==> config.mk <==
export PLATFORM = sky130hd
export DESIGN_NAME = banked_saved_status_regs
export DESIGN_NICKNAME = d
export VERILOG_FILES = /design/src/inc/sspsr_pkg.sv /design/src/hdl/banked_saved_status_regs.sv /design/src/hdl/status_word_clean.sv
export SDC_FILE = /design/constraint.sdc
export NUM_CORES = 1
export LEC_CHECK = 0
export BUFFER_PORTS_ARGS = -buffer_cell sky130_fd_sc_hd__buf_2
export CORE_AREA = 8 8 119 132
export DETAILED_ROUTE_END_ITERATION = 12
export DIE_AREA = 0 0 127 140
export PLACE_DENSITY = 0.71
export SETUP_SLACK_MARGIN = 0.5
export SKIP_LAST_GASP = 1
export SYNTH_ARGS = -nofsm -noshare
export SYNTH_HDL_FRONTEND = slang
export SYNTH_SLANG_ARGS = --single-unit
==> constraint.sdc <==
create_clock -name CLK_SYS -period 2.23 [get_ports CLK_SYS]
set_input_delay 0.446 -clock CLK_SYS [delete_from_list [all_inputs] [get_ports CLK_SYS]]
set_output_delay 0.446 -clock CLK_SYS [all_outputs]
set_load 0.02 [all_outputs]
==> src/inc/sspsr_pkg.sv <==
// Package for the banked saved status word pair: field positions,
// mode and privilege codes, system-register encodings and carrier types.
// Assumes a single core clock domain shared with the exception sequencer.
package sspsr_pkg;

  // Field positions within a 32-bit saved status word
  localparam int BIT_N = 31;
  localparam int BIT_V = 28;
  localparam int BIT_Q = 27;
  localparam int BIT_IT_LO_HI = 26;
  localparam int BIT_IT_LO_LO = 25;
  localparam int BIT_OLD_ISA = 24;
  localparam int BIT_RSV23 = 23;
  localparam int BIT_PAN = 22;
  localparam int BIT_RSV21 = 21;
  localparam int BIT_IL = 20;
  localparam int BIT_GE_HI = 19;
  localparam int BIT_GE_LO = 16;
  localparam int BIT_IT_HI_HI = 15;
  localparam int BIT_IT_HI_LO = 10;
  localparam int BIT_E = 9;
  localparam int BIT_M4 = 4;

  // Source mode encodings
  localparam logic [3:0] MODE_USER = 4'h0;
  localparam logic [3:0] MODE_FIQ = 4'h1;
  localparam logic [3:0] MODE_IRQ = 4'h2;
  localparam logic [3:0] MODE_SVC = 4'h3;
  localparam logic [3:0] MODE_MON = 4'h6;
  localparam logic [3:0] MODE_ABT = 4'h7;
  localparam logic [3:0] MODE_HYP = 4'hA;
  localparam logic [3:0] MODE_UND = 4'hB;
  localparam logic [3:0] MODE_SYS = 4'hF;

  // Privilege levels
  localparam logic [1:0] EL_USER = 2'h0;
  localparam logic [1:0] EL_ONE = 2'h1;
  localparam logic [1:0] EL_HYP = 2'h2;
  localparam logic [1:0] EL_TOP = 2'h3;

  // System-register move encoding of the two saved words
  localparam logic [1:0] SR_OP0 = 2'h3;
  localparam logic [2:0] SR_OP1 = 3'h4;
  localparam logic [3:0] SR_CRN = 4'h4;
  localparam logic [3:0] SR_CRM = 4'h3;
  localparam logic [2:0] SR_OP2_IRQ = 3'h0;
  localparam logic [2:0] SR_OP2_UND = 3'h2;

  // Reset value: only the 32-bit execution state marker set
  localparam logic [31:0] SAVED_RESET = 32'h0000_0010;
  localparam logic [31:0] WORD_ZERO = 32'h0000_0000;
  localparam logic [4:0] IT_IDLE = 5'h00;

  typedef struct packed {
    logic n;
    logic z;
    logic c;
    logic v;
    logic q;
    logic [1:0] it_lo;
    logic old_isa;
    logic rsv23;
    logic privileged_no_user_access;
    logic rsv21;
    logic il;
    logic [3:0] ge;
    logic [5:0] it_hi;
    logic e;
    logic a;
    logic i;
    logic f;
    logic t;
    logic m4;
    logic [3:0] mode;
  } status_word_t;

  typedef struct packed {
    logic [1:0] op0;
    logic [2:0] op1;
    logic [3:0] crn;
    logic [3:0] crm;
    logic [2:0] op2;
  } sysreg_enc_t;

  typedef struct packed {
    logic el1_aa32;    // First privileged level can run the 32-bit state
    logic privileged_no_user_access;         // Privileged-no-user-access feature present
    logic be;          // Big-endian data supported
    logic le;          // Little-endian data supported
    logic be_el0_only; // Big-endian only at the user level
    logic le_el0_only; // Little-endian only at the user level
  } impl_cfg_t;

  // Conditional-block state gathered from its two split fields
  function automatic logic [7:0] it_of(input status_word_t w);
    it_of = {w.it_hi, w.it_lo};
  endfunction

endpackage

==> src/hdl/banked_saved_status_regs.sv <==
// Banked saved status words for the interrupt and undefined modes,
// captured on exception entry, restored on return, moved by sysreg ops.
// Assumes the exception sequencer and the sysreg path share CLK_SYS.
//
// Behaviour
// - Undefined entry saves flags N Z C V in bits 31:28; return restores.
// - Interrupt entry saves flags N Z C V in bits 31:28; return restores.
// - Interrupt entry saves no-user-access state in bit 22; return restores.
// - Undefined entry saves no-user-access state in bit 22; return restores.
// - Bit 20 keeps the bad-state flag as it stood before entry.
// - Bits 19:16 keep the four greater-or-equal flags.
// - Bit 27 keeps the cumulative saturation flag.
// - Block state split: low two bits 26:25, upper six bits 15:10.
// - Low five block bits give remaining count and condition bits.
// - Whole block state field is zero when no block is active.
// - Bit 9 gives data byte order, zero little, one big.
// - Current byte order bit takes the endian reset strap at reset.
// - Byte order bit fixed when only one byte order is built.
// - User-only byte order forces bit 9 on returns above user.
// - Bits 8, 7, 6 mask async aborts, interrupts, fast interrupts.
// - Bit 5 keeps which 32-bit instruction set was running.
// - Bit 4 reads one, the 32-bit execution state.
// - Bits 3:0 keep the source mode encoding.
// - Bits 24, 23, 21 read zero; bit 22 zero without the feature.
// - Sysreg moves decode 11/100/0100/0011, op2 picks the bank.
// - Access only from the top level, or top two when non-secure.
// - Both words read zero without 32-bit state at level one.
`timescale 1ns/1ns
`default_nettype none
module banked_saved_status_regs
  import sspsr_pkg::*;
(
  input wire logic CLK_SYS,            // Core clock, 10 MHz
  input wire logic RST_N,              // Synchronous reset, active low
  input wire impl_cfg_t CFG,           // Implementation straps
  input wire logic CFG_EE_RESET,       // Endian reset strap
  input wire logic EXC_ENTRY,          // Exception entry pulse
  input wire logic EXC_TO_UNDEF,       // Entry target: 1 undefined, 0 irq
  input wire status_word_t CUR_STATUS, // Current status word
  input wire logic EXC_RETURN,         // Exception return pulse
  input wire logic RET_FROM_UNDEF,     // Return from: 1 undefined, 0 irq
  input wire logic [1:0] RET_EL,       // Level being returned to
  output status_word_t RESTORE_WORD,   // Word to restore, registered
  output logic RESTORE_VALID,          // Restore word valid pulse
  output logic DATA_BIG_ENDIAN,        // Current data byte order
  input wire logic SR_VALID,           // Sysreg move request
  input wire logic SR_WRITE,           // 1 write, 0 read
  input wire sysreg_enc_t SR_ENC,      // Sysreg encoding fields
  input wire logic [1:0] SR_EL,        // Requesting privilege level
  input wire logic SR_NS,              // Non-secure when 1
  input wire logic [31:0] SR_WDATA,    // Write data
  output logic [31:0] SR_RDATA,        // Read data, registered
  output logic SR_DONE,                // Access completed pulse
  output logic SR_FAULT                // Access refused pulse
);

  status_word_t irq_r;
  status_word_t und_r;
  status_word_t entry_clean;
  status_word_t wdata_clean;
  status_word_t ret_src;
  status_word_t restore_nxt;
  status_word_t restore_r;
  logic restore_vld_r;
  logic big_endian_r;
  logic [31:0] rdata_r;
  logic done_r;
  logic fault_r;
  logic enc_hit;
  logic sel_irq;
  logic sel_und;
  logic access_ok;
  logic wr_irq;
  logic wr_und;
  logic ent_irq;
  logic ent_und;
  logic [7:0] irq_it;
  logic [7:0] und_it;

  // Privilege gate shared by both banks
  function automatic logic level_ok(input logic [1:0] el, input logic ns);
    logic ok;
    ok = 1'b0;
    if (el == EL_TOP)
    begin
      ok = 1'b1;
    end
    else if (el == EL_HYP)
    begin
      ok = ns;
    end
    level_ok = ok;
  endfunction

  // Entry word and write data pass the same cleaner, so software can
  // never plant a reserved bit that hardware would not
  status_word_clean u_entry_clean (
    .word_in (CUR_STATUS),
    .cfg (CFG),
    .word_out (entry_clean)
  );

  status_word_clean u_wdata_clean (
    .word_in (status_word_t'(SR_WDATA)),
    .cfg (CFG),
    .word_out (wdata_clean)
  );

  // Sysreg decode and access check
  assign enc_hit = (SR_ENC.op0 == SR_OP0) && (SR_ENC.op1 == SR_OP1) &&
                   (SR_ENC.crn == SR_CRN) && (SR_ENC.crm == SR_CRM);
  assign sel_irq = enc_hit && (SR_ENC.op2 == SR_OP2_IRQ);
  assign sel_und = enc_hit && (SR_ENC.op2 == SR_OP2_UND);
  assign access_ok = level_ok(SR_EL, SR_NS);
  assign wr_irq = SR_VALID && SR_WRITE && sel_irq && access_ok;
  assign wr_und = SR_VALID && SR_WRITE && sel_und && access_ok;
  assign ent_irq = EXC_ENTRY && !EXC_TO_UNDEF;
  assign ent_und = EXC_ENTRY && EXC_TO_UNDEF;

  // Interrupt bank: entry beats a same-cycle software write
  always_ff @(posedge CLK_SYS)
  begin
    if (!RST_N)
    begin
      irq_r <= SAVED_RESET;
    end
    else if (ent_irq)
    begin
      irq_r <= entry_clean;
    end
    else if (wr_irq)
    begin
      irq_r <= wdata_clean;
    end
  end

  // Undefined bank: same priority as the interrupt bank
  always_ff @(posedge CLK_SYS)
  begin
    if (!RST_N)
    begin
      und_r <= SAVED_RESET;
    end
    else if (ent_und)
    begin
      und_r <= entry_clean;
    end
    else if (wr_und)
    begin
      und_r <= wdata_clean;
    end
  end

  // Restore word; a same-cycle entry is seen only after this return
  always_comb
  begin
    ret_src = RET_FROM_UNDEF ? und_r : irq_r;
    restore_nxt = ret_src;
    if (RET_EL != EL_USER)
    begin
      if (CFG.be_el0_only)
      begin
        restore_nxt.e = 1'b0;
      end
      else if (CFG.le_el0_only)
      begin
        restore_nxt.e = 1'b1;
      end
    end
  end

  always_ff @(posedge CLK_SYS)
  begin
    if (!RST_N)
    begin
      restore_r <= WORD_ZERO;
      restore_vld_r <= 1'b0;
    end
    else
    begin
      restore_vld_r <= EXC_RETURN;
      if (EXC_RETURN)
      begin
        restore_r <= restore_nxt;
      end
    end
  end

  // Current data byte order: strap at reset, restored word on return when CFG.el1_aa32 is set
  always_ff @(posedge CLK_SYS)
  begin
    if (!RST_N)
    begin
      big_endian_r <= CFG_EE_RESET;
    end
    else if (EXC_RETURN && CFG.el1_aa32)
    begin
      big_endian_r <= restore_nxt.e;
    end
  end

  // Sysreg response, one cycle after the request
  always_ff @(posedge CLK_SYS)
  begin
    if (!RST_N)
    begin
      rdata_r <= WORD_ZERO;
      done_r <= 1'b0;
      fault_r <= 1'b0;
    end
    else
    begin
      done_r <= SR_VALID;
      fault_r <= SR_VALID && !((sel_irq || sel_und) && access_ok);
      if (SR_VALID && !SR_WRITE && access_ok && CFG.el1_aa32)
      begin
        if (sel_irq)
        begin
          rdata_r <= irq_r;
        end
        else if (sel_und)
        begin
          rdata_r <= und_r;
        end
        else
        begin
          rdata_r <= WORD_ZERO;
        end
      end
      else if (SR_VALID)
      begin
        rdata_r <= WORD_ZERO;
      end
    end
  end

  assign RESTORE_WORD = restore_r;
  assign RESTORE_VALID = restore_vld_r;
  assign DATA_BIG_ENDIAN = big_endian_r;
  assign SR_RDATA = rdata_r;
  assign SR_DONE = done_r;
  assign SR_FAULT = fault_r;

  // Gathered block state of both banks for the idle check
  assign irq_it = it_of(irq_r);
  assign und_it = it_of(und_r);
endmodule
`default_nettype wire

==> src/hdl/status_word_clean.sv <==
// Combinational cleaner that forces the fixed and reserved bits of a
// saved status word. Assumes the configuration straps are static.
`timescale 1ns/1ns
`default_nettype none
module status_word_clean
  import sspsr_pkg::*;
(
  input wire status_word_t word_in, // Raw word
  input wire impl_cfg_t cfg,        // Implementation options
  output status_word_t word_out     // Word with fixed bits applied
);

  logic [7:0] it_in; // Gathered block state of the raw word

  // A function result cannot be part-selected, so gather it first
  assign it_in = it_of(word_in);

  // Reserved bits, execution state marker, byte order and idle block
  always_comb
  begin
    word_out = word_in;
    word_out.old_isa = 1'b0;
    word_out.rsv23 = 1'b0;
    word_out.rsv21 = 1'b0;
    if (!cfg.privileged_no_user_access)
    begin
      word_out.privileged_no_user_access = 1'b0;
    end
    word_out.m4 = 1'b1;
    if (!cfg.be)
    begin
      word_out.e = 1'b0;
    end
    else if (!cfg.le)
    begin
      word_out.e = 1'b1;
    end
    // No active block means the whole field is zero
    if (it_in[4:0] == IT_IDLE)
    begin
      word_out.it_hi = '0;
      word_out.it_lo = '0;
    end
    // Without the 32-bit state at level one the word does not exist
    if (!cfg.el1_aa32)
    begin
      word_out = WORD_ZERO;
    end
  end

endmodule
`default_nettype wire

## Yosys cells after proc, flatten, opt, wreduce, memory -nomap -nowiden

Cells that the tools add are included.

- Multiplexer cells: 28
- Reduce and logical (&&, ||, !) cells: 29
- Equality and inequality tests: 8

Operator list:

| operator | number |
|---|---|
| $mux W32 | 11 |
| $logic_and A1 B1 Y1 | 18 |
| $mux W1 | 13 |
| $mux W6 | 2 |
| $logic_not A5 Y1 | 2 |
| $reduce_bool A2 Y1 | 4 |
| $eq A2 B2 Y1 const B | 3 |
| $eq A4 B2 Y1 const B | 1 |
| $eq A4 B3 Y1 const B | 1 |
| $mux W2 | 2 |
| $eq A3 B2 Y1 const B | 1 |
| $eq A3 B3 Y1 const B | 1 |
| $logic_not A1 Y1 | 3 |
| $logic_not A3 Y1 | 1 |
| $ne A2 B1 Y1 const B | 1 |
| $logic_or A1 B1 Y1 | 1 |

- Register bits after elaboration: 132
- Output and inout port bits: 68
- Bits of input ports: 100

## Longest topological paths before layout

- Word-level depth: 9
- Gate-level depth with buffers: 6

## Hierarchy

From an unflattened synthesis, not the netlist that was laid out.

- Cells, all modules: 773
- Area, all modules: 6691.4 um^2

By module, submodules not included:

| module | times used | cells each | sequential area each (um^2) | area an instance (um^2) |
|---|---|---|---|---|
| banked_saved_status_regs | 1 | 689 | 2652.5 | 6128.4 |
| status_word_clean | 2 | 42 | 0.0 | 281.5 |

## Least setup slack after synthesis

No wires, ideal clock.

- Path type: in2reg
- Start: input port SR_ENC[6] (netlist bit)
- End: register irq_r, in the netlist irq_it[1]
- Stages: 5
- Path buffers: 1
- Data arrival time: 1.955 ns
- Data required time: 2.171 ns
- Setup slack: 0.215 ns
- Cells stage by stage: or4_4 -> or2_4 -> nor4_4 -> buf_6 -> a221o_1

- Longest elaborated chain between the ends: 6

RTL lines:

| item | RTL line | RTL |
|---|---|---|
| start: declaration | banked_saved_status_regs.sv:48 | `input wire sysreg_enc_t SR_ENC,` |
| $eq A4 B2 Y1 | banked_saved_status_regs.sv:111 | `(SR_ENC.crn == SR_CRN) && (SR_ENC.crm == SR_CRM);` |
| $logic_and A1 B1 Y1 | banked_saved_status_regs.sv:111 |  |
| $logic_and A1 B1 Y1 | banked_saved_status_regs.sv:112 | `assign sel_irq = enc_hit && (SR_ENC.op2 == SR_OP2_IRQ);` |
| $logic_and A1 B1 Y1 (2 in a row) | banked_saved_status_regs.sv:115 | `assign wr_irq = SR_VALID && SR_WRITE && sel_irq && access_ok;` |
| $reduce_bool A2 Y1 (no source line) | - |  |
| end signal: assignment | banked_saved_status_regs.sv:129 | `irq_r <= entry_clean;` |
| end signal: assignment | banked_saved_status_regs.sv:133 | `irq_r <= wdata_clean;` |
| end: declaration | banked_saved_status_regs.sv:57 | `status_word_t irq_r;` |

No other way between the ends.
A chain may end at the register's enable or synchronous reset.

## Worst setup path in the final report

Same ends and word-level chain as after synthesis.

==> metrics.txt <==
status=complete, no violations; Synth top area share=0.454; Site Rows=45; pwr dens=around 740 nW/um^2; largest net degree at the start of global routing=33; share of post-route cells with drive strength above 1=0.388; crit end category=register; flop-to-flop setup slack=roughly 1.1 ns; routing usage on met2=0.341; TritonCTS Sinks=120; M1 GR Usage=0.228; RSZ-0062 raised after global routing=true; crit share post-route=0.811; min-delay worst type=in -> reg; die extent in x=between 100 and 150 um; most common cell in the netlist=dfxtp_1; initial antenna violation count=2; most used routing layer=met2; global-route wire length before repair=around 27000 um; RePlAce Congestion=0.953; Detailed Route Iter0 Violations=approximately 230; cell count after synthesis=~530; #FFs+latches synth=between 100 and 150; Slew HR=0.363; via/cell ratio=roughly 5.5; # IOs=168; Area Growth Syn to Fin=39.8%; FFs w/ async S/R, synth=0; clk root buf=clkbuf_16; yosys warns=0; CP startpoint kind=input pin; synthesized area per cell=between 9 and 10 sq um; CTS tree=built; GR Util met3=0.0596; worst skew pair latency=~0.41 ns; vias=approximately 4800; vias in the first global route=roughly 5000; Crit Path Category=in -> reg; Hold EP=und_r[8]; hold path cells=2; Num CTS Buffers=17; remaining antenna violation count=0; setup_tns=0 ns; Core Area=between 10000 and 15000 sq um; FF-to-FF End=DATA_BIG_ENDIAN; worst r2r path cells=3; min Tclk post-route=1.81 ns; GR Overflow Total=0; leakage power=approximately 0.0033 uW; crit path DAT=around 2.2 ns; Slew Limit Fails=0; Die H=between 100 and 150 um; final core area utilization=0.543; Area contributors post-synth=dfxtp_1, mux2i_1, a221o_1; Initial Util=0.388; Post-Syn Area=~5200 sq um; MaxCap Viol Count=0; number of H-tree levels=4; most common flop cell mapped by yosys=dfxtp_1; hpwl dp=roughly 11000 um; final wirelength=about 18000 um; Slew @ Worst Pin=~0.95 ns; Worst Path Required=2.57 ns; fillers=approximately 1200; routed len/inst=20.8 um; Max Freq=approximately 0.55 GHz; sequential area share after synthesis=0.460; final setup violation count=0; Final Hold Fails=0; Power, Total=5420 uW; biggest area consumer among synthesized cells=dfxtp_1; Cell variety after synth=40; gr usage total=0.198; PortBufs=~150; hold path start=SR_WDATA[8]; Critical Path Fanout Max=6; Post-synth top cells=dfxtp_1, mux2i_1, and2_1; clock skew=approximately 0.006 ns; VDD IR-drop max=between 300 and 400 uV; Nets=~800; DRC viols=0; DRT Pass-1 Iters=6; Post-synth EDFFs=1; RR Startpoint=und_r[9]; clock slew at reported path FFs=~0.05 ns; Die ar.=17800 sq um; clk buf depth=2; Min Hold Slack=roughly 0.28 ns
## state kept, by name (all words and copies together), names as in the netlist
| register | cells |
|---|---|
| SR_RDATA | 29 |
| irq_r | 21 |
| SR_FAULT | 1 |
| RESTORE_WORD | 29 |
| irq_it | 8 |
| DATA_BIG_ENDIAN | 1 |
| und_r | 21 |
| SR_DONE | 1 |
| und_it | 8 |
| RESTORE_VALID | 1 |
## layer usage
| metal | part of all wire | vias up |
|---|---|---|
| met3 | 0.084 | 12 |
| met1 | 0.41 | 2304 |
| li1 | - | 2293 |
| met5 | 0.0014 | - |
| met2 | 0.50 | 184 |
| met4 | 0.0067 | 4 |
## stage by stage
step	cell area, sq um	std cells	setup slack, ns
after floorplan	5290	534	0.224
after global placement	6200	820	-0.0757
after detailed placement	6200	820	-0.193
after CTS	7160	869	0.399
after global routing	7330	872	0.397
final	7340	873	0.420
## final cells by class
cell class                      instances  area [sq um]  area share
Tap cell                              164           205      0.0280
Timing Repair Buffer                  187          1290       0.177
Antenna cell                            1          2.50    0.000341
Multi-Input combinational cell        368          2850       0.388
Clock inverter                         10           104      0.0142
Inverter                                3          11.3     0.00154
Sequential cell                       120          2410       0.329
Clock buffer                           20           457      0.0623
## worst max-delay path: stages
cell and delay, ns:
buf_6 0.09, or4_4 0.54, or2_4 0.28, nor4_4 0.26, buf_6 0.18, buf_12 0.11
buf_16 0.11, a221o_1 0.12
## logic make-up (layout without fill, tap and decap cells)
logic type | count (synthesis) | count (layout) | synth area share
AO/OA/AOI/OAI | 135 | 139 | 0.200
buffers and inverters | 50 | 220 | 0.0477
flip-flops | 120 | 120 | 0.460
multiplexers | 70 | 70 | 0.135
other | 1 | 7 | 0.000714
AND/OR/NAND/NOR | 153 | 153 | 0.157
## layout by cell type (no fill, tap or decap), types with 7 or more instances in the layout
| cell | count |
|---|---|
| and2_1 | 50 |
| nand2_1 | 39 |
| o21ai_2 | 25 |
| buf_12 | 7 |
| dfxtp_1 | 119 |
| clkbuf_16 | 19 |
| o21ai_0 | 7 |
| nor2_1 | 34 |
| mux2i_1 | 65 |
| clkinv_2 | 7 |
| buf_4 | 15 |
| buf_2 | 151 |
| a211oi_1 | 34 |
| a221o_1 | 40 |
## power by group
| part | switching, uW | internal, uW |
|---|---|---|
| sequential | 43.1 | 2220 |
| combinational | 323 | 220 |
| clock | 942 | 1680 |
## what timing repair did
item / CTS / global route
endpoints found under the hold margin: 0 / 0
pin swaps: 13 / 44
setup endpoints to repair: 75 / 84
cloned: 10 / 2
buffers inserted: 9 / 1
hold buffers: 0 / 0
gates resized for setup: 22 / 47
## how the worst max path moves through the flow
stage / startpoint / to / slack [ns] / depth (start not counted)
finish: SR_ENC[6] / irq_it[1] / 0.42 / 8
global route: SR_ENC[6] / irq_r[27] / 0.40 / 8
CTS: SR_ENC[12] / irq_r[20] / 0.40 / 8
detailed placement: SR_EL[0] / irq_r[1] / -0.19 / 5
global placement: SR_EL[0] / und_r[6] / -0.08 / 5
floorplan: SR_ENC[12] / irq_it[1] / 0.22 / 5
(Power assumes the default switching activity.)
